### src/inc/boot_pkg.sv
// Shared constants and types for the serial boot loader
package boot_pkg;
	localparam int CLK_HZ = 40_000_000;
	localparam int SCLK_HZ = 4_000_000;
	localparam int SCLK_HALF_CYC = CLK_HZ / (2 * SCLK_HZ);
	localparam int PROBE_IDLE_US = 10_000;
	localparam int PROBE_IDLE_CYC = (CLK_HZ / 1_000_000) * PROBE_IDLE_US;
	localparam int ID_LEN = 10;
	localparam logic [79:0] ID_TEXT = "LOADER0001";
	localparam logic [7:0] PRE_BYTE0 = 8'h70;
	localparam logic [7:0] PRE_BYTE1 = 8'h50;
	localparam logic [7:0] EMPTY_BYTE = 8'h00;
	localparam logic [7:0] ACK_BYTE = 8'h02;
	localparam logic [7:0] NACK_BYTE = 8'h20;
	localparam logic [7:0] FILL_BYTE = 8'hAA;
	localparam logic [7:0] CRC_SEED = 8'hFF;
	localparam logic [7:0] MODE_LAST = 8'h02;
	localparam logic [3:0] SLOT_PRE0 = 4'h0;
	localparam logic [3:0] SLOT_PRE1 = 4'h1;
	localparam logic [3:0] SLOT_EMPTY = 4'h2;
	localparam logic [3:0] SLOT_LEN_LO = 4'h3;
	localparam logic [3:0] SLOT_LEN_HI = 4'h4;
	localparam logic [3:0] SLOT_CRC = 4'h5;
	localparam logic [3:0] SLOT_MODE = 4'h6;
	localparam logic [3:0] SLOT_ZERO = 4'h7;
	localparam logic [31:0] RAM_BASE = 32'h07FC0000;
	localparam int RAM_WORDS = 16384;
	localparam logic [1:0] REMAP_RAM = 2'h3;
	localparam logic [4:0] FIRST_STEP = 5'h01;
	localparam logic [4:0] SECOND_STEP = 5'h02;
	localparam logic [4:0] FIRST_ALT_STEP = 5'h03;
	localparam logic [4:0] LAST_UART_STEP = 5'h0C;
	localparam logic [4:0] LAST_STEP = 5'h16;

	typedef enum logic [3:0] {
		ST_START = 4'h0,
		ST_ID_SEND = 4'h1,
		ST_SLAVE = 4'h2,
		ST_ALT = 4'h3,
		ST_FLASH = 4'h4,
		ST_RUN = 4'h5,
		ST_DEBUG = 4'h6,
		ST_REMAP = 4'h7,
		ST_RESET = 4'h8,
		ST_HANDOFF = 4'h9
	} boot_state_e;

	typedef enum logic [1:0] {
		PH_HDR = 2'h0,
		PH_DATA = 2'h1,
		PH_TRAIL = 2'h2
	} dl_phase_e;
endpackage : boot_pkg

### src/inc/byte_link_if.sv
// Byte exchange between the loader core and the slave shifter
`timescale 1ns/100ps
interface byte_link_if;
	logic enable;
	logic rx_valid;
	logic [7:0] rx_data;
	logic [7:0] tx_data;
	modport core (output enable, output tx_data, input rx_valid,
		input rx_data);
	modport shifter (input enable, input tx_data, output rx_valid,
		output rx_data);
endinterface : byte_link_if

### src/rtl/boot_spi_loader.sv
// Serial boot loader: probe sequence and SPI slave code download
`timescale 1ns/100ps
module boot_spi_loader #(
	parameter int PROBE_IDLE_CYC = boot_pkg::PROBE_IDLE_CYC,
	parameter int RAM_WORDS = boot_pkg::RAM_WORDS
) (
	input wire logic clk,
	input wire logic reset,
	input wire logic sclk_pad_in,
	output logic sclk_pad_out,
	output logic sclk_pad_oe,
	input wire logic cs_n_pad_in,
	output logic cs_n_pad_out,
	output logic cs_n_pad_oe,
	input wire logic mosi_pad_in,
	output logic mosi_pad_out,
	output logic mosi_pad_oe,
	output logic miso_pad_out,
	output logic miso_pad_oe,
	output logic pull_down_en,
	output logic [4:0] probe_step,
	output logic probe_uart,
	output logic alt_probe_req,
	input wire logic alt_probe_done,
	input wire logic alt_probe_found,
	output logic qspi_enable,
	input wire logic flash_check_done,
	input wire logic flash_image_ok,
	output logic run_flash,
	output logic debug_wait,
	output logic ram_we,
	output logic [31:0] ram_addr,
	output logic [31:0] ram_wdata,
	output logic [1:0] boot_remap_select,
	output logic sw_reset
);
	localparam int IW = $clog2(PROBE_IDLE_CYC);

	byte_link_if lnk ();

	boot_pkg::boot_state_e state_reg, state_next;
	boot_pkg::dl_phase_e phase_reg, phase_next;
	logic [4:0] step_reg, step_next;
	logic [3:0] slot_reg, slot_next;
	logic [15:0] len_reg, len_next;
	logic [7:0] crc_rx_reg, crc_rx_next;
	logic [7:0] crc_reg, crc_next;
	logic [1:0] mode_reg, mode_next;
	logic mode_bad_reg, mode_bad_next;
	logic pre_ok_reg, pre_ok_next;
	logic nack_reg, nack_next;
	logic [17:0] cnt_reg, cnt_next;
	logic [1:0] wpos_reg, wpos_next;
	logic [31:0] word_reg, word_next;
	logic [2:0] trail_reg, trail_next;
	logic [IW-1:0] idle_reg, idle_next;
	logic [7:0] tx_reg, tx_next;
	logic start_reg, start_next;
	logic we_reg, we_next;
	logic [31:0] addr_reg, addr_next;
	logic [31:0] wdata_reg, wdata_next;
	logic [1:0] remap_reg, remap_next;
	logic swrst_reg, swrst_next;
	logic [10:0] pad_reg, pad_next;
	logic [4:0] misc_reg, misc_next;
	logic fail;
	logic [2:0] wbytes;
	logic [1:0] bpos;
	logic id_done, id_sclk, id_cs_n, id_mosi, slv_miso;

	spi_id_sender u_id (
		.clk(clk),
		.reset(reset),
		.start(start_reg),
		.done(id_done),
		.sclk(id_sclk),
		.cs_n(id_cs_n),
		.mosi(id_mosi)
	);

	spi_slave_shifter u_shift (
		.clk(clk),
		.reset(reset),
		.sclk_pad(sclk_pad_in),
		.cs_n_pad(cs_n_pad_in),
		.mosi_pad(mosi_pad_in),
		.lnk(lnk),
		.miso(slv_miso)
	);

	assign lnk.enable = (state_reg == boot_pkg::ST_SLAVE);
	assign lnk.tx_data = tx_reg;
	assign wbytes = 3'h1 << mode_reg; // Bytes per payload slot
	// Arrival order within a slot is high byte first
	assign bpos = wpos_reg ^ 2'(wbytes - 3'h1);

	// Probe sequencing and download protocol
	always_comb
	begin
		state_next = state_reg;
		phase_next = phase_reg;
		step_next = step_reg;
		slot_next = slot_reg;
		len_next = len_reg;
		crc_rx_next = crc_rx_reg;
		crc_next = crc_reg;
		mode_next = mode_reg;
		mode_bad_next = mode_bad_reg;
		pre_ok_next = pre_ok_reg;
		nack_next = nack_reg;
		cnt_next = cnt_reg;
		wpos_next = wpos_reg;
		word_next = word_reg;
		trail_next = trail_reg;
		idle_next = idle_reg;
		tx_next = tx_reg;
		start_next = 1'b0;
		we_next = 1'b0;
		addr_next = addr_reg;
		wdata_next = wdata_reg;
		remap_next = remap_reg;
		swrst_next = 1'b0;
		fail = 1'b0;
		case (state_reg)
			boot_pkg::ST_START:
			begin
				start_next = 1'b1;
				phase_next = boot_pkg::PH_HDR;
				slot_next = 4'h0;
				crc_next = boot_pkg::CRC_SEED;
				nack_next = 1'b0;
				pre_ok_next = 1'b0;
				cnt_next = 18'h00000;
				wpos_next = 2'h0;
				idle_next = '0;
				tx_next = boot_pkg::EMPTY_BYTE;
				state_next = boot_pkg::ST_ID_SEND;
			end
			boot_pkg::ST_ID_SEND:
				if (id_done)
					state_next = boot_pkg::ST_SLAVE;
			boot_pkg::ST_SLAVE:
			begin
				// A silent master ends the attempt after the idle limit
				idle_next = idle_reg + 1'b1;
				if (idle_reg == IW'(PROBE_IDLE_CYC - 1))
					fail = 1'b1;
				if (lnk.rx_valid)
				begin
					idle_next = '0;
					tx_next = boot_pkg::EMPTY_BYTE;
					if (nack_reg)
						fail = 1'b1;
					else
						case (phase_reg)
							boot_pkg::PH_HDR:
							begin
								slot_next = slot_reg + 4'h1;
								case (slot_reg)
									boot_pkg::SLOT_PRE0:
										pre_ok_next = (lnk.rx_data == boot_pkg::PRE_BYTE0);
									boot_pkg::SLOT_PRE1:
										pre_ok_next = pre_ok_reg &&
											(lnk.rx_data == boot_pkg::PRE_BYTE1);
									boot_pkg::SLOT_EMPTY:
									begin
										if (pre_ok_reg && lnk.rx_data == boot_pkg::EMPTY_BYTE)
											tx_next = boot_pkg::ACK_BYTE;
										else
										begin
											tx_next = boot_pkg::NACK_BYTE;
											nack_next = 1'b1;
										end
									end
									boot_pkg::SLOT_LEN_LO:
										len_next[7:0] = lnk.rx_data;
									boot_pkg::SLOT_LEN_HI:
										len_next[15:8] = lnk.rx_data;
									boot_pkg::SLOT_CRC:
									begin
										crc_rx_next = lnk.rx_data;
										if (len_reg != 16'h0000 &&
											32'(len_reg) <= 32'(RAM_WORDS))
											tx_next = boot_pkg::ACK_BYTE;
										else
										begin
											tx_next = boot_pkg::NACK_BYTE;
											nack_next = 1'b1;
										end
									end
									boot_pkg::SLOT_MODE:
									begin
										mode_next = lnk.rx_data[1:0];
										mode_bad_next = lnk.rx_data > boot_pkg::MODE_LAST;
									end
									boot_pkg::SLOT_ZERO:
									begin
										phase_next = boot_pkg::PH_DATA;
										if (!mode_bad_reg)
											tx_next = boot_pkg::ACK_BYTE;
										else
										begin
											tx_next = boot_pkg::NACK_BYTE;
											nack_next = 1'b1;
										end
									end
									default:
										slot_next = slot_reg;
								endcase
							end
							boot_pkg::PH_DATA:
							begin
								crc_next = crc_reg ^ lnk.rx_data;
								word_next[{bpos, 3'b000} +: 8] = lnk.rx_data;
								wpos_next = wpos_reg + 2'h1;
								cnt_next = cnt_reg + 18'h00001;
								if (wpos_reg == 2'h3)
								begin
									// Word complete: lowest byte came first only with 8-bit slots
									we_next = 1'b1;
									addr_next = boot_pkg::RAM_BASE +
										{14'h0000, cnt_reg[17:2], 2'b00};
									wdata_next = word_next;
								end
								if (cnt_reg == {len_reg, 2'b00} - 18'h00001)
								begin
									phase_next = boot_pkg::PH_TRAIL;
									trail_next = 3'h0;
									tx_next = boot_pkg::FILL_BYTE;
								end
							end
							boot_pkg::PH_TRAIL:
							begin
								trail_next = trail_reg + 3'h1;
								if (trail_reg + 3'h1 < wbytes)
									tx_next = boot_pkg::FILL_BYTE;
								else if (crc_reg == crc_rx_reg)
									tx_next = boot_pkg::ACK_BYTE;
								else
									tx_next = boot_pkg::NACK_BYTE;
								if (trail_reg == 3'((wbytes << 1) - 3'h1))
								begin
									if (crc_reg == crc_rx_reg)
										state_next = boot_pkg::ST_REMAP;
									else
										fail = 1'b1;
								end
							end
							default:
								phase_next = boot_pkg::PH_HDR;
						endcase
				end
				// Failed attempt: repeat once, then hand over to other probes
				if (fail)
				begin
					if (step_reg == boot_pkg::FIRST_STEP)
					begin
						step_next = boot_pkg::SECOND_STEP;
						state_next = boot_pkg::ST_START;
					end
					else
					begin
						step_next = boot_pkg::FIRST_ALT_STEP;
						state_next = boot_pkg::ST_ALT;
					end
				end
			end
			boot_pkg::ST_ALT:
				if (alt_probe_done)
				begin
					if (alt_probe_found)
						state_next = boot_pkg::ST_HANDOFF;
					else if (step_reg == boot_pkg::LAST_STEP)
						state_next = boot_pkg::ST_FLASH;
					else
						step_next = step_reg + 5'h01;
				end
			boot_pkg::ST_FLASH:
				if (flash_check_done)
					state_next = flash_image_ok ? boot_pkg::ST_RUN :
						boot_pkg::ST_DEBUG;
			boot_pkg::ST_REMAP:
			begin
				remap_next = boot_pkg::REMAP_RAM;
				state_next = boot_pkg::ST_RESET;
			end
			boot_pkg::ST_RESET:
			begin
				swrst_next = 1'b1;
				state_next = boot_pkg::ST_HANDOFF;
			end
			boot_pkg::ST_RUN, boot_pkg::ST_DEBUG, boot_pkg::ST_HANDOFF:
				state_next = state_reg;
			default:
				state_next = boot_pkg::ST_START;
		endcase
	end

	// Pads follow the role; registered so every pin comes from a flop
	always_comb
	begin
		pad_next = 11'h000;
		misc_next = 5'h00;
		case (state_next)
			boot_pkg::ST_ID_SEND:
				pad_next = {id_sclk, 1'b1, id_cs_n, 1'b1, id_mosi, 1'b1,
					4'h0, 1'b0};
			boot_pkg::ST_SLAVE:
				pad_next = {6'h00, slv_miso, 1'b1, 3'h0};
			default:
				pad_next = {10'h000, 1'b1};
		endcase
		misc_next = {state_next == boot_pkg::ST_ALT,
			state_next == boot_pkg::ST_FLASH ||
			state_next == boot_pkg::ST_RUN,
			state_next == boot_pkg::ST_RUN,
			state_next == boot_pkg::ST_DEBUG,
			step_next <= boot_pkg::LAST_UART_STEP};
	end

	always_ff @(posedge clk)
	begin
		if (reset)
		begin
			state_reg <= boot_pkg::ST_START;
			phase_reg <= boot_pkg::PH_HDR;
			step_reg <= boot_pkg::FIRST_STEP;
			slot_reg <= 4'h0;
			len_reg <= 16'h0000;
			crc_rx_reg <= 8'h00;
			crc_reg <= boot_pkg::CRC_SEED;
			mode_reg <= 2'h0;
			mode_bad_reg <= 1'b0;
			pre_ok_reg <= 1'b0;
			nack_reg <= 1'b0;
			cnt_reg <= 18'h00000;
			wpos_reg <= 2'h0;
			word_reg <= 32'h00000000;
			trail_reg <= 3'h0;
			idle_reg <= '0;
			tx_reg <= 8'h00;
			start_reg <= 1'b0;
			we_reg <= 1'b0;
			addr_reg <= 32'h00000000;
			wdata_reg <= 32'h00000000;
			remap_reg <= 2'h0;
			swrst_reg <= 1'b0;
			pad_reg <= 11'h001;
			misc_reg <= 5'h01;
		end
		else
		begin
			state_reg <= state_next;
			phase_reg <= phase_next;
			step_reg <= step_next;
			slot_reg <= slot_next;
			len_reg <= len_next;
			crc_rx_reg <= crc_rx_next;
			crc_reg <= crc_next;
			mode_reg <= mode_next;
			mode_bad_reg <= mode_bad_next;
			pre_ok_reg <= pre_ok_next;
			nack_reg <= nack_next;
			cnt_reg <= cnt_next;
			wpos_reg <= wpos_next;
			word_reg <= word_next;
			trail_reg <= trail_next;
			idle_reg <= idle_next;
			tx_reg <= tx_next;
			start_reg <= start_next;
			we_reg <= we_next;
			addr_reg <= addr_next;
			wdata_reg <= wdata_next;
			remap_reg <= remap_next;
			swrst_reg <= swrst_next;
			pad_reg <= pad_next;
			misc_reg <= misc_next;
		end
	end

	assign sclk_pad_out = pad_reg[10];
	assign sclk_pad_oe = pad_reg[9];
	assign cs_n_pad_out = pad_reg[8];
	assign cs_n_pad_oe = pad_reg[7];
	assign mosi_pad_out = pad_reg[6];
	assign mosi_pad_oe = pad_reg[5];
	assign miso_pad_out = pad_reg[4];
	assign miso_pad_oe = pad_reg[3];
	assign pull_down_en = pad_reg[0];
	assign alt_probe_req = misc_reg[4];
	assign qspi_enable = misc_reg[3];
	assign run_flash = misc_reg[2];
	assign debug_wait = misc_reg[1];
	assign probe_uart = misc_reg[0];
	assign probe_step = step_reg;
	assign ram_we = we_reg;
	assign ram_addr = addr_reg;
	assign ram_wdata = wdata_reg;
	assign boot_remap_select = remap_reg;
	assign sw_reset = swrst_reg;
endmodule : boot_spi_loader

### src/rtl/spi_id_sender.sv
// Master-role sender of the identification text, mode 0, 8-bit frames
`timescale 1ns/100ps
module spi_id_sender #(
	parameter int ID_LEN = boot_pkg::ID_LEN,
	parameter logic [8*ID_LEN-1:0] ID_TEXT = boot_pkg::ID_TEXT,
	parameter int HALF = boot_pkg::SCLK_HALF_CYC
) (
	input wire logic clk,
	input wire logic reset,
	input wire logic start,
	output logic done,
	output logic sclk,
	output logic cs_n,
	output logic mosi
);
	localparam int TOTAL = 2 * 8 * ID_LEN;
	localparam int BW = $clog2(TOTAL);
	localparam int DW = $clog2(HALF + 1);

	logic active_reg, active_next;
	logic sclk_reg, sclk_next;
	logic done_reg, done_next;
	logic [DW-1:0] div_reg, div_next;
	logic [BW-1:0] bit_reg, bit_next;
	int char_idx;

	// Divider and bit walk; text goes out twice with no separator
	always_comb
	begin
		active_next = active_reg;
		sclk_next = sclk_reg;
		div_next = div_reg;
		bit_next = bit_reg;
		done_next = 1'b0;
		if (!active_reg)
		begin
			if (start)
			begin
				active_next = 1'b1;
				div_next = '0;
				sclk_next = 1'b0;
				bit_next = '0;
			end
		end
		else if (div_reg == DW'(HALF - 1))
		begin
			div_next = '0;
			sclk_next = !sclk_reg; // Idles low, data set before rise
			if (sclk_reg)
			begin
				if (bit_reg == BW'(TOTAL - 1))
				begin
					active_next = 1'b0;
					done_next = 1'b1;
				end
				else
					bit_next = bit_reg + 1'b1;
			end
		end
		else
			div_next = div_reg + 1'b1;
	end

	always_ff @(posedge clk)
	begin
		if (reset)
		begin
			active_reg <= 1'b0;
			sclk_reg <= 1'b0;
			div_reg <= '0;
			bit_reg <= '0;
			done_reg <= 1'b0;
		end
		else
		begin
			active_reg <= active_next;
			sclk_reg <= sclk_next;
			div_reg <= div_next;
			bit_reg <= bit_next;
			done_reg <= done_next;
		end
	end

	// Second copy reuses the text by wrapping the character index
	always_comb
	begin
		char_idx = int'(bit_reg[BW-1:3]) % ID_LEN;
		mosi = active_reg &&
			ID_TEXT[8 * (ID_LEN - 1 - char_idx) + 7 - int'(bit_reg[2:0])];
	end

	assign sclk = sclk_reg;
	assign cs_n = !active_reg;
	assign done = done_reg;
endmodule : spi_id_sender

### src/rtl/spi_slave_shifter.sv
// Mode 0 byte shifter for the slave role, pins synchronised here
`timescale 1ns/100ps
module spi_slave_shifter (
	input wire logic clk,
	input wire logic reset,
	input wire logic sclk_pad,
	input wire logic cs_n_pad,
	input wire logic mosi_pad,
	byte_link_if.shifter lnk,
	output logic miso
);
	logic [2:0] sync1_reg, sync2_reg;
	logic sclk_prev_reg;
	logic [7:0] rx_sh_reg, rx_sh_next;
	logic [7:0] tx_sh_reg, tx_sh_next;
	logic [7:0] rx_data_reg, rx_data_next;
	logic [2:0] bit_reg, bit_next;
	logic valid_reg, valid_next;
	logic load_reg, load_next;
	logic rise, fall;

	// Two flops per pin; only the second stage feeds logic
	always_ff @(posedge clk)
	begin
		if (reset)
		begin
			// Idle levels: deselected, clock low, so no false edge
			sync1_reg <= 3'h4;
			sync2_reg <= 3'h4;
			sclk_prev_reg <= 1'b0;
		end
		else
		begin
			sync1_reg <= {cs_n_pad, mosi_pad, sclk_pad};
			sync2_reg <= sync1_reg;
			sclk_prev_reg <= sync2_reg[0];
		end
	end

	assign rise = sync2_reg[0] && !sclk_prev_reg;
	assign fall = !sync2_reg[0] && sclk_prev_reg;

	// Sample on rise, shift out on fall; reload once the core has answered
	always_comb
	begin
		rx_sh_next = rx_sh_reg;
		tx_sh_next = tx_sh_reg;
		rx_data_next = rx_data_reg;
		bit_next = bit_reg;
		valid_next = 1'b0;
		load_next = valid_reg; // Core answer is registered after valid
		if (!lnk.enable || sync2_reg[2])
		begin
			bit_next = 3'h0;
			tx_sh_next = lnk.tx_data;
		end
		else
		begin
			if (rise)
			begin
				rx_sh_next = {rx_sh_reg[6:0], sync2_reg[1]};
				bit_next = bit_reg + 3'h1;
				if (bit_reg == 3'h7)
				begin
					rx_data_next = {rx_sh_reg[6:0], sync2_reg[1]};
					valid_next = 1'b1;
				end
			end
			// No shift on the fall that closes a byte: bit count is zero
			if (fall && bit_reg != 3'h0)
				tx_sh_next = {tx_sh_reg[6:0], 1'b0};
			if (load_reg)
				tx_sh_next = lnk.tx_data;
		end
	end

	always_ff @(posedge clk)
	begin
		if (reset)
		begin
			rx_sh_reg <= 8'h00;
			tx_sh_reg <= 8'h00;
			rx_data_reg <= 8'h00;
			bit_reg <= 3'h0;
			valid_reg <= 1'b0;
			load_reg <= 1'b0;
		end
		else
		begin
			rx_sh_reg <= rx_sh_next;
			tx_sh_reg <= tx_sh_next;
			rx_data_reg <= rx_data_next;
			bit_reg <= bit_next;
			valid_reg <= valid_next;
			load_reg <= load_next;
		end
	end

	assign lnk.rx_valid = valid_reg;
	assign lnk.rx_data = rx_data_reg;
	assign miso = tx_sh_reg[7];
endmodule : spi_slave_shifter

### config.mk
export PLATFORM = sky130hd
export DESIGN_NAME = boot_spi_loader
export DESIGN_NICKNAME = d
export VERILOG_FILES = /design/src/inc/boot_pkg.sv /design/src/inc/byte_link_if.sv /design/src/rtl/boot_spi_loader.sv /design/src/rtl/spi_id_sender.sv /design/src/rtl/spi_slave_shifter.sv
export SDC_FILE = /design/constraint.sdc
export NUM_CORES = 1
export LEC_CHECK = 0
export BUFFER_PORTS_ARGS = -buffer_cell sky130_fd_sc_hd__buf_4
export CORE_AREA = 2 2 176 178
export CTS_BUF_LIST = sky130_fd_sc_hd__clkbuf_2
export CTS_CLUSTER_DIAMETER = 60
export CTS_CLUSTER_SIZE = 40
export DETAILED_ROUTE_END_ITERATION = 8
export DIE_AREA = 0 0 178 180
export SLEW_MARGIN = 10
export SYNTH_ARGS = -nofsm -noshare
export SYNTH_HDL_FRONTEND = slang
export SYNTH_HIERARCHICAL = 1
export SYNTH_SLANG_ARGS = --single-unit
export TNS_END_PERCENT = 1
### constraint.sdc
create_clock -name clk -period 3.3 [get_ports clk]
set_input_delay 0.495 -clock clk [delete_from_list [all_inputs] [get_ports clk]]
set_output_delay 0.495 -clock clk [all_outputs]
set_load 0.05 [all_outputs]
Word-level counts from Yosys, hierarchy flattened. Memory sizes are Yosys's and may differ from the RTL's. Cells that the tools add are included.

Bitwise logic cells: 11. Muxes and demuxes: 106. Divide/modulo/power cells: 1. Magnitude comparators: 5. Shift operators: 3. Equal/unequal tests: 49. Reduce and logical (&&, ||, !) cells: 46. Add/sub/neg operators: 17.

Operator list (count): $mux 8 (15); $mux 4 (15); $mux 18 (3); $pmux 8 s3 (2); $eq 4x3->1 const B (11); $reduce_and 5->1 (8); $pmux 19 s2 (1); $pmux 18 s2 (1); $add 32x4->32 const B (1); $bwmux 32 (1); $lt 32x9->1 const B (1); $mod 6x5->32 const B (1); $mux 1 (32); $pmux 4 s8 (1); $pmux 8 s2 (2); $shift 8x7->32 const A (1); $shiftx 8x7->32 (1); $sub 32x4->32 (1); $sub 5x29->29 const A (1); $add 27x18->28 const A (1); $eq 4x2->1 const B (6); $mux 6 (4); $pmux 11 s2 (1); $mux 5 (4); other kinds (62) (123).

Register bits: 267. Memories: 1. Bits in read-only memories: 128. Output and inout bits: 87. Logic and storage cells: 279. Input bits: 9.

Memory list: (no name shown) (words 128, width 1, read ports 1, clocked after Yosys merged registers in 0, write ports 0, RTL line spi_id_sender.sv:89) `ID_TEXT[8 * (ID_LEN - 1 - char_idx) + 7 - int'(bit_reg[2:0])];`.

Depth between registers and ports, before layout.
Depth after elaboration: 12. Depth in mapped cells: 12. Depth with buffers taken out: 12.

By module. The synthesis kept the hierarchy.

Modules (own cells, without submodules): boot_spi_loader (instances 1, cells an instance 1165, seq. area each 3883.7 um^2, area each 9382.7 um^2); spi_slave_shifter (instances 1, cells an instance 142, seq. area each 700.7 um^2, area each 1451.4 um^2); spi_id_sender (instances 1, cells an instance 130, seq. area each 280.3 um^2, area each 1069.8 um^2).

Worst setup path after synthesis. OpenSTA, ideal clock, no wires.

Kind: reg-to-reg. Start: reg len_reg[0]. End: reg tx_reg[1] (netlist: lnk.tx_data[1]). Stages on the path, launching flop included: 11. Data arrival time: 2.936 ns. Required time: 3.214 ns. Buffers on the path: 0. Path slack: 0.278 ns. Setup time: 0.086 ns. Period minus slack after synthesis: 3.022 ns. Cell sequence: dfxtp_1 inv_1 ha_1 or3b_2 nor4_1 xor2_1 nand2b_1 nor4bb_1 nand4_2 or3b_1 a221oi_2.

Longest elaborated chain between the ends: 8. Elaborated cells on any way between the ends: 12. Those cells by class: add/sub: 1; order compare: 1; eq/ne: 1; mux: 7; reduce/logical: 2.

RTL lines: start: declaration (RTL line boot_spi_loader.sv:45) `logic [15:0] len_reg, len_next;`; start signal: assignment (RTL line boot_spi_loader.sv:357) `len_reg <= len_next;`; branches (longest 4 deep; another with $sub 18x1->18); $pmux 8 s3 (*) (RTL line boot_spi_loader.sv:155) `case (phase_reg)`; $mux 8 (*) (RTL line boot_spi_loader.sv:152) `if (nack_reg)`; $mux 8 (*) (RTL line boot_spi_loader.sv:148) `if (lnk.rx_valid)`; $pmux 8 s2 (*) (RTL line boot_spi_loader.sv:124) `case (state_reg)`; end signal: assignment (RTL line boot_spi_loader.sv:369) `tx_reg <= tx_next;`; end: declaration (RTL line boot_spi_loader.sv:57) `logic [7:0] tx_reg, tx_next;`.

Mark *: on every way between the ends. The select of a mux whose other input is x is not followed. A chain may end at the register's enable or synchronous reset.

Worst setup path in the final report.
Start: reg len_reg[0]. End: reg phase_reg[1].

Longest elaborated chain between the ends: 4.

RTL lines: $sub 18x1->18 (RTL line boot_spi_loader.sv:225) `if (cnt_reg == {len_reg, 2'b00} - 18'h00001)`; $eq 18x18->1 (RTL line boot_spi_loader.sv:225); $ne 3x3->1 (no line); $reduce_and 6->1 (no line); end signal: assignment (RTL line boot_spi_loader.sv:326) `phase_reg <= boot_pkg::PH_HDR;`; end signal: assignment (RTL line boot_spi_loader.sv:354) `phase_reg <= phase_next;`; end: declaration (RTL line boot_spi_loader.sv:42) `boot_pkg::dl_phase_e phase_reg, phase_next;`.

No other way between the ends.

==> results_dict.tcl <==
set metrics [dict create \
    grt_use_total 0.177 \
    fin_nets 1513 \
    fmax_mhz 324 \
    synth_edf_count 0 \
    pwr_density_cell_nw_per_um2 377 \
    clock_skew_ps 127 \
    layout_commonest_cell "dfxtp_1" \
    critPathBufInv 3 \
    start_kind "flip-flop" \
    ys.flop_type "dfxtp_1" \
    async_reset_ff_frac 0 \
    period_needed_ps 3090 \
    gp_congestion 0.857 \
    die_area_um2 32000 \
    vdd_drop_max_v 0.000222 \
    status "complete, no violations" \
    crit_fanout 7 \
    cts_tree "yes" \
    postRouteWirelength_um 28500 \
    tns_ps 0 \
    grt_max_degree 82 \
    utilization 0.441 \
    cts_root_buf "clkbuf_2" \
    drtPass1Iterations 5 \
    drt_iter0_markers 563 \
    grt_pass1_wl_um 47800 \
    numPortBuffers 88 \
    insertion_delay_ps 910 \
    final_hold_viol_count 0 \
    synth_cells 1437 \
    max-cap-violations 0 \
    cts.sinks 243 \
    tightest_slew_ps 837 \
    drc 0 \
    io_pins 96 \
    crit_top_cell "buf_4" \
    vias 10000 \
    routed_via_density 5.32 \
    die_x_um 178 \
    clk_pin_slew_ps 280 \
    antenna_found_initial 1 \
    hpwl_um 19100 \
    ant_nets 0 \
    critical_path_class "flip-flop to flip-flop" \
    critPathCaptureType "flip-flop" \
    grt_pass1_vias 9295 \
    core_um2 30200 \
    grt_overflow_total 0 \
    cp_top_family "simple AND/OR/NAND/NOR gates" \
    syn_to_final_growth_pct 11.7 \
    slew_viol_final 0 \
    cts_buffer_depth 3 \
    leakagePower_nw 4.80 \
    postSynthAreaPerCell_um2 8.28 \
    worstPathRequired_ps 4100 \
    netlist_area_um2 11900 \
    die_y_um 180 \
    hold_path_class "input port to flip-flop" \
    period_share 0.936 \
    start_util 0.394 \
    yosysUniqueCellTypes 88 \
    cts_buffers 23 \
    cts_htree_levels 1 \
    ys_ff_latch 243 \
    crit_slowest_cell "or3b_2" \
    yosysSeqAreaShare 0.409 \
    ys_warn_count 6 \
    cp_data_arrival_time_ps 3890 \
    drive_above_1_share 0.134 \
    crit_chain "inv_1, ha_1, or3b_2, nor4_2, buf_4, xor2_1, nand2b_1, nor4bb_1, nand4_2, buf_4, or4_1, a21oi_1" \
    setup_viol 0 \
    rsz0062_at_grt "true" \
    slew_headroom 0.442 \
    final_cell_mix "dfxtp_1 (241), nor2_1 (187), a21oi_1 (138)" \
    wire_per_inst_um 15.1 \
    critPathMaxStageDelay_ps 530 \
    rows 64 \
]
metal layers:
metal	vias to the layer above	share of wire	GRT usage
met5	-	0	0
met1	4687	0.50	0.260
met3	32	0.041	0.0218
met4	0	0.014	0.0384
li1	5143	-	-
met2	186	0.45	0.277
final timing paths:
path,start,end,slack [ps],cells past startpoint
max,len_reg[0]$_SDFFE_PP0P_,phase_reg[1]$_SDFFE_PP0P_,210,12
min,alt_probe_found,state_reg[3]$_SDFF_PP0_,170,4
max reg2reg,len_reg[0]$_SDFFE_PP0P_,phase_reg[1]$_SDFFE_PP0P_,210,12
min reg2reg,u_shift/sync1_reg[2]$_SDFF_PP1_,u_shift/sync2_reg[2]$_SDFF_PP1_,460,1
power breakdown:
group	leakage (nW)	switching (mW)	total (mW)	internal, mW
Clock	0.234	1.11	1.85	0.741
Combinational	2.60	0.137	0.195	0.0578
Sequential	1.96	0.0118	2.97	2.96
cells in the mapped netlist, drive strengths merged, types with 10 or more instances:
| master | instances | share of area |
|---|---|---|
| dfxtp | 243 | 0.41 |
| nor2 | 187 | 0.059 |
| a21oi | 138 | 0.058 |
| nand2 | 112 | 0.035 |
| clkbuf | 75 | 0.024 |
| a211oi | 70 | 0.044 |
| o21ai | 61 | 0.026 |
| nor2b | 50 | 0.026 |
| buf | 44 | 0.024 |
| nand3 | 42 | 0.018 |
| nand2b | 32 | 0.018 |
| ha | 29 | 0.030 |
| inv | 29 | 0.0096 |
| xnor2 | 27 | 0.020 |
| nor3 | 25 | 0.011 |
| xor2 | 25 | 0.018 |
| mux2i | 23 | 0.019 |
| and3 | 20 | 0.011 |
| nand4 | 18 | 0.010 |
| nor4 | 17 | 0.010 |
| a311oi | 16 | 0.013 |
| and2 | 13 | 0.0068 |
| nand4b | 12 | 0.0088 |
| or3 | 10 | 0.0053 |
| or3b | 10 | 0.0074 |
kinds of logic (layout without fill, tap and decap cells):
logic type      Yosys count  count (layout)  synth area share
flops                   243             243             0.409
mux                      26              26            0.0222
other cells               1              12          0.000315
simple gates            589             589             0.257
buf+inv                 149             193            0.0579
compound gates          347             347             0.185
xor+xnor                 52              52            0.0383
fa+ha+maj                30              30            0.0313
per-stage QoR:
step	hold slack (ps)	cell area (um^2)	setup slack, ps	power [mW]	cells
final	172	13300	210	5.01	1888
after global routing	148	13300	-55.1	5.24	1888
after CTS	94.4	13300	128	5.09	1886
after detailed placement	418	12800	205	3.21	1839
after global placement	410	12800	283	3.21	1839
after floorplan	389	11900	278	3.17	1447
tightest hold or removal path, cell delays in order:
cell and delay [ps]:
buf_4 90, a21oi_1 70, o22ai_1 210, nor2b_1 150
timing repair:
item | in CTS | in global routing
buffers inserted | 0 | 1
setup endpoints to repair | 0 | 3
resized for setup | 0 | 7
hold buffers | 6 | 0
endpoints found under the hold margin | 27 | 0
layout make-up:
type                            count  area, um^2
Clock inverter                     16         275
Clock buffer                       25         125
Fill cell                        3031       16900
Inverter                           30         118
Sequential cell                   243        4870
Multi-Input combinational cell   1055        6430
Tap cell                          396         495
Antenna cell                        1        2.50
Timing Repair Buffer              122         985
(Power assumes the default switching activity.)
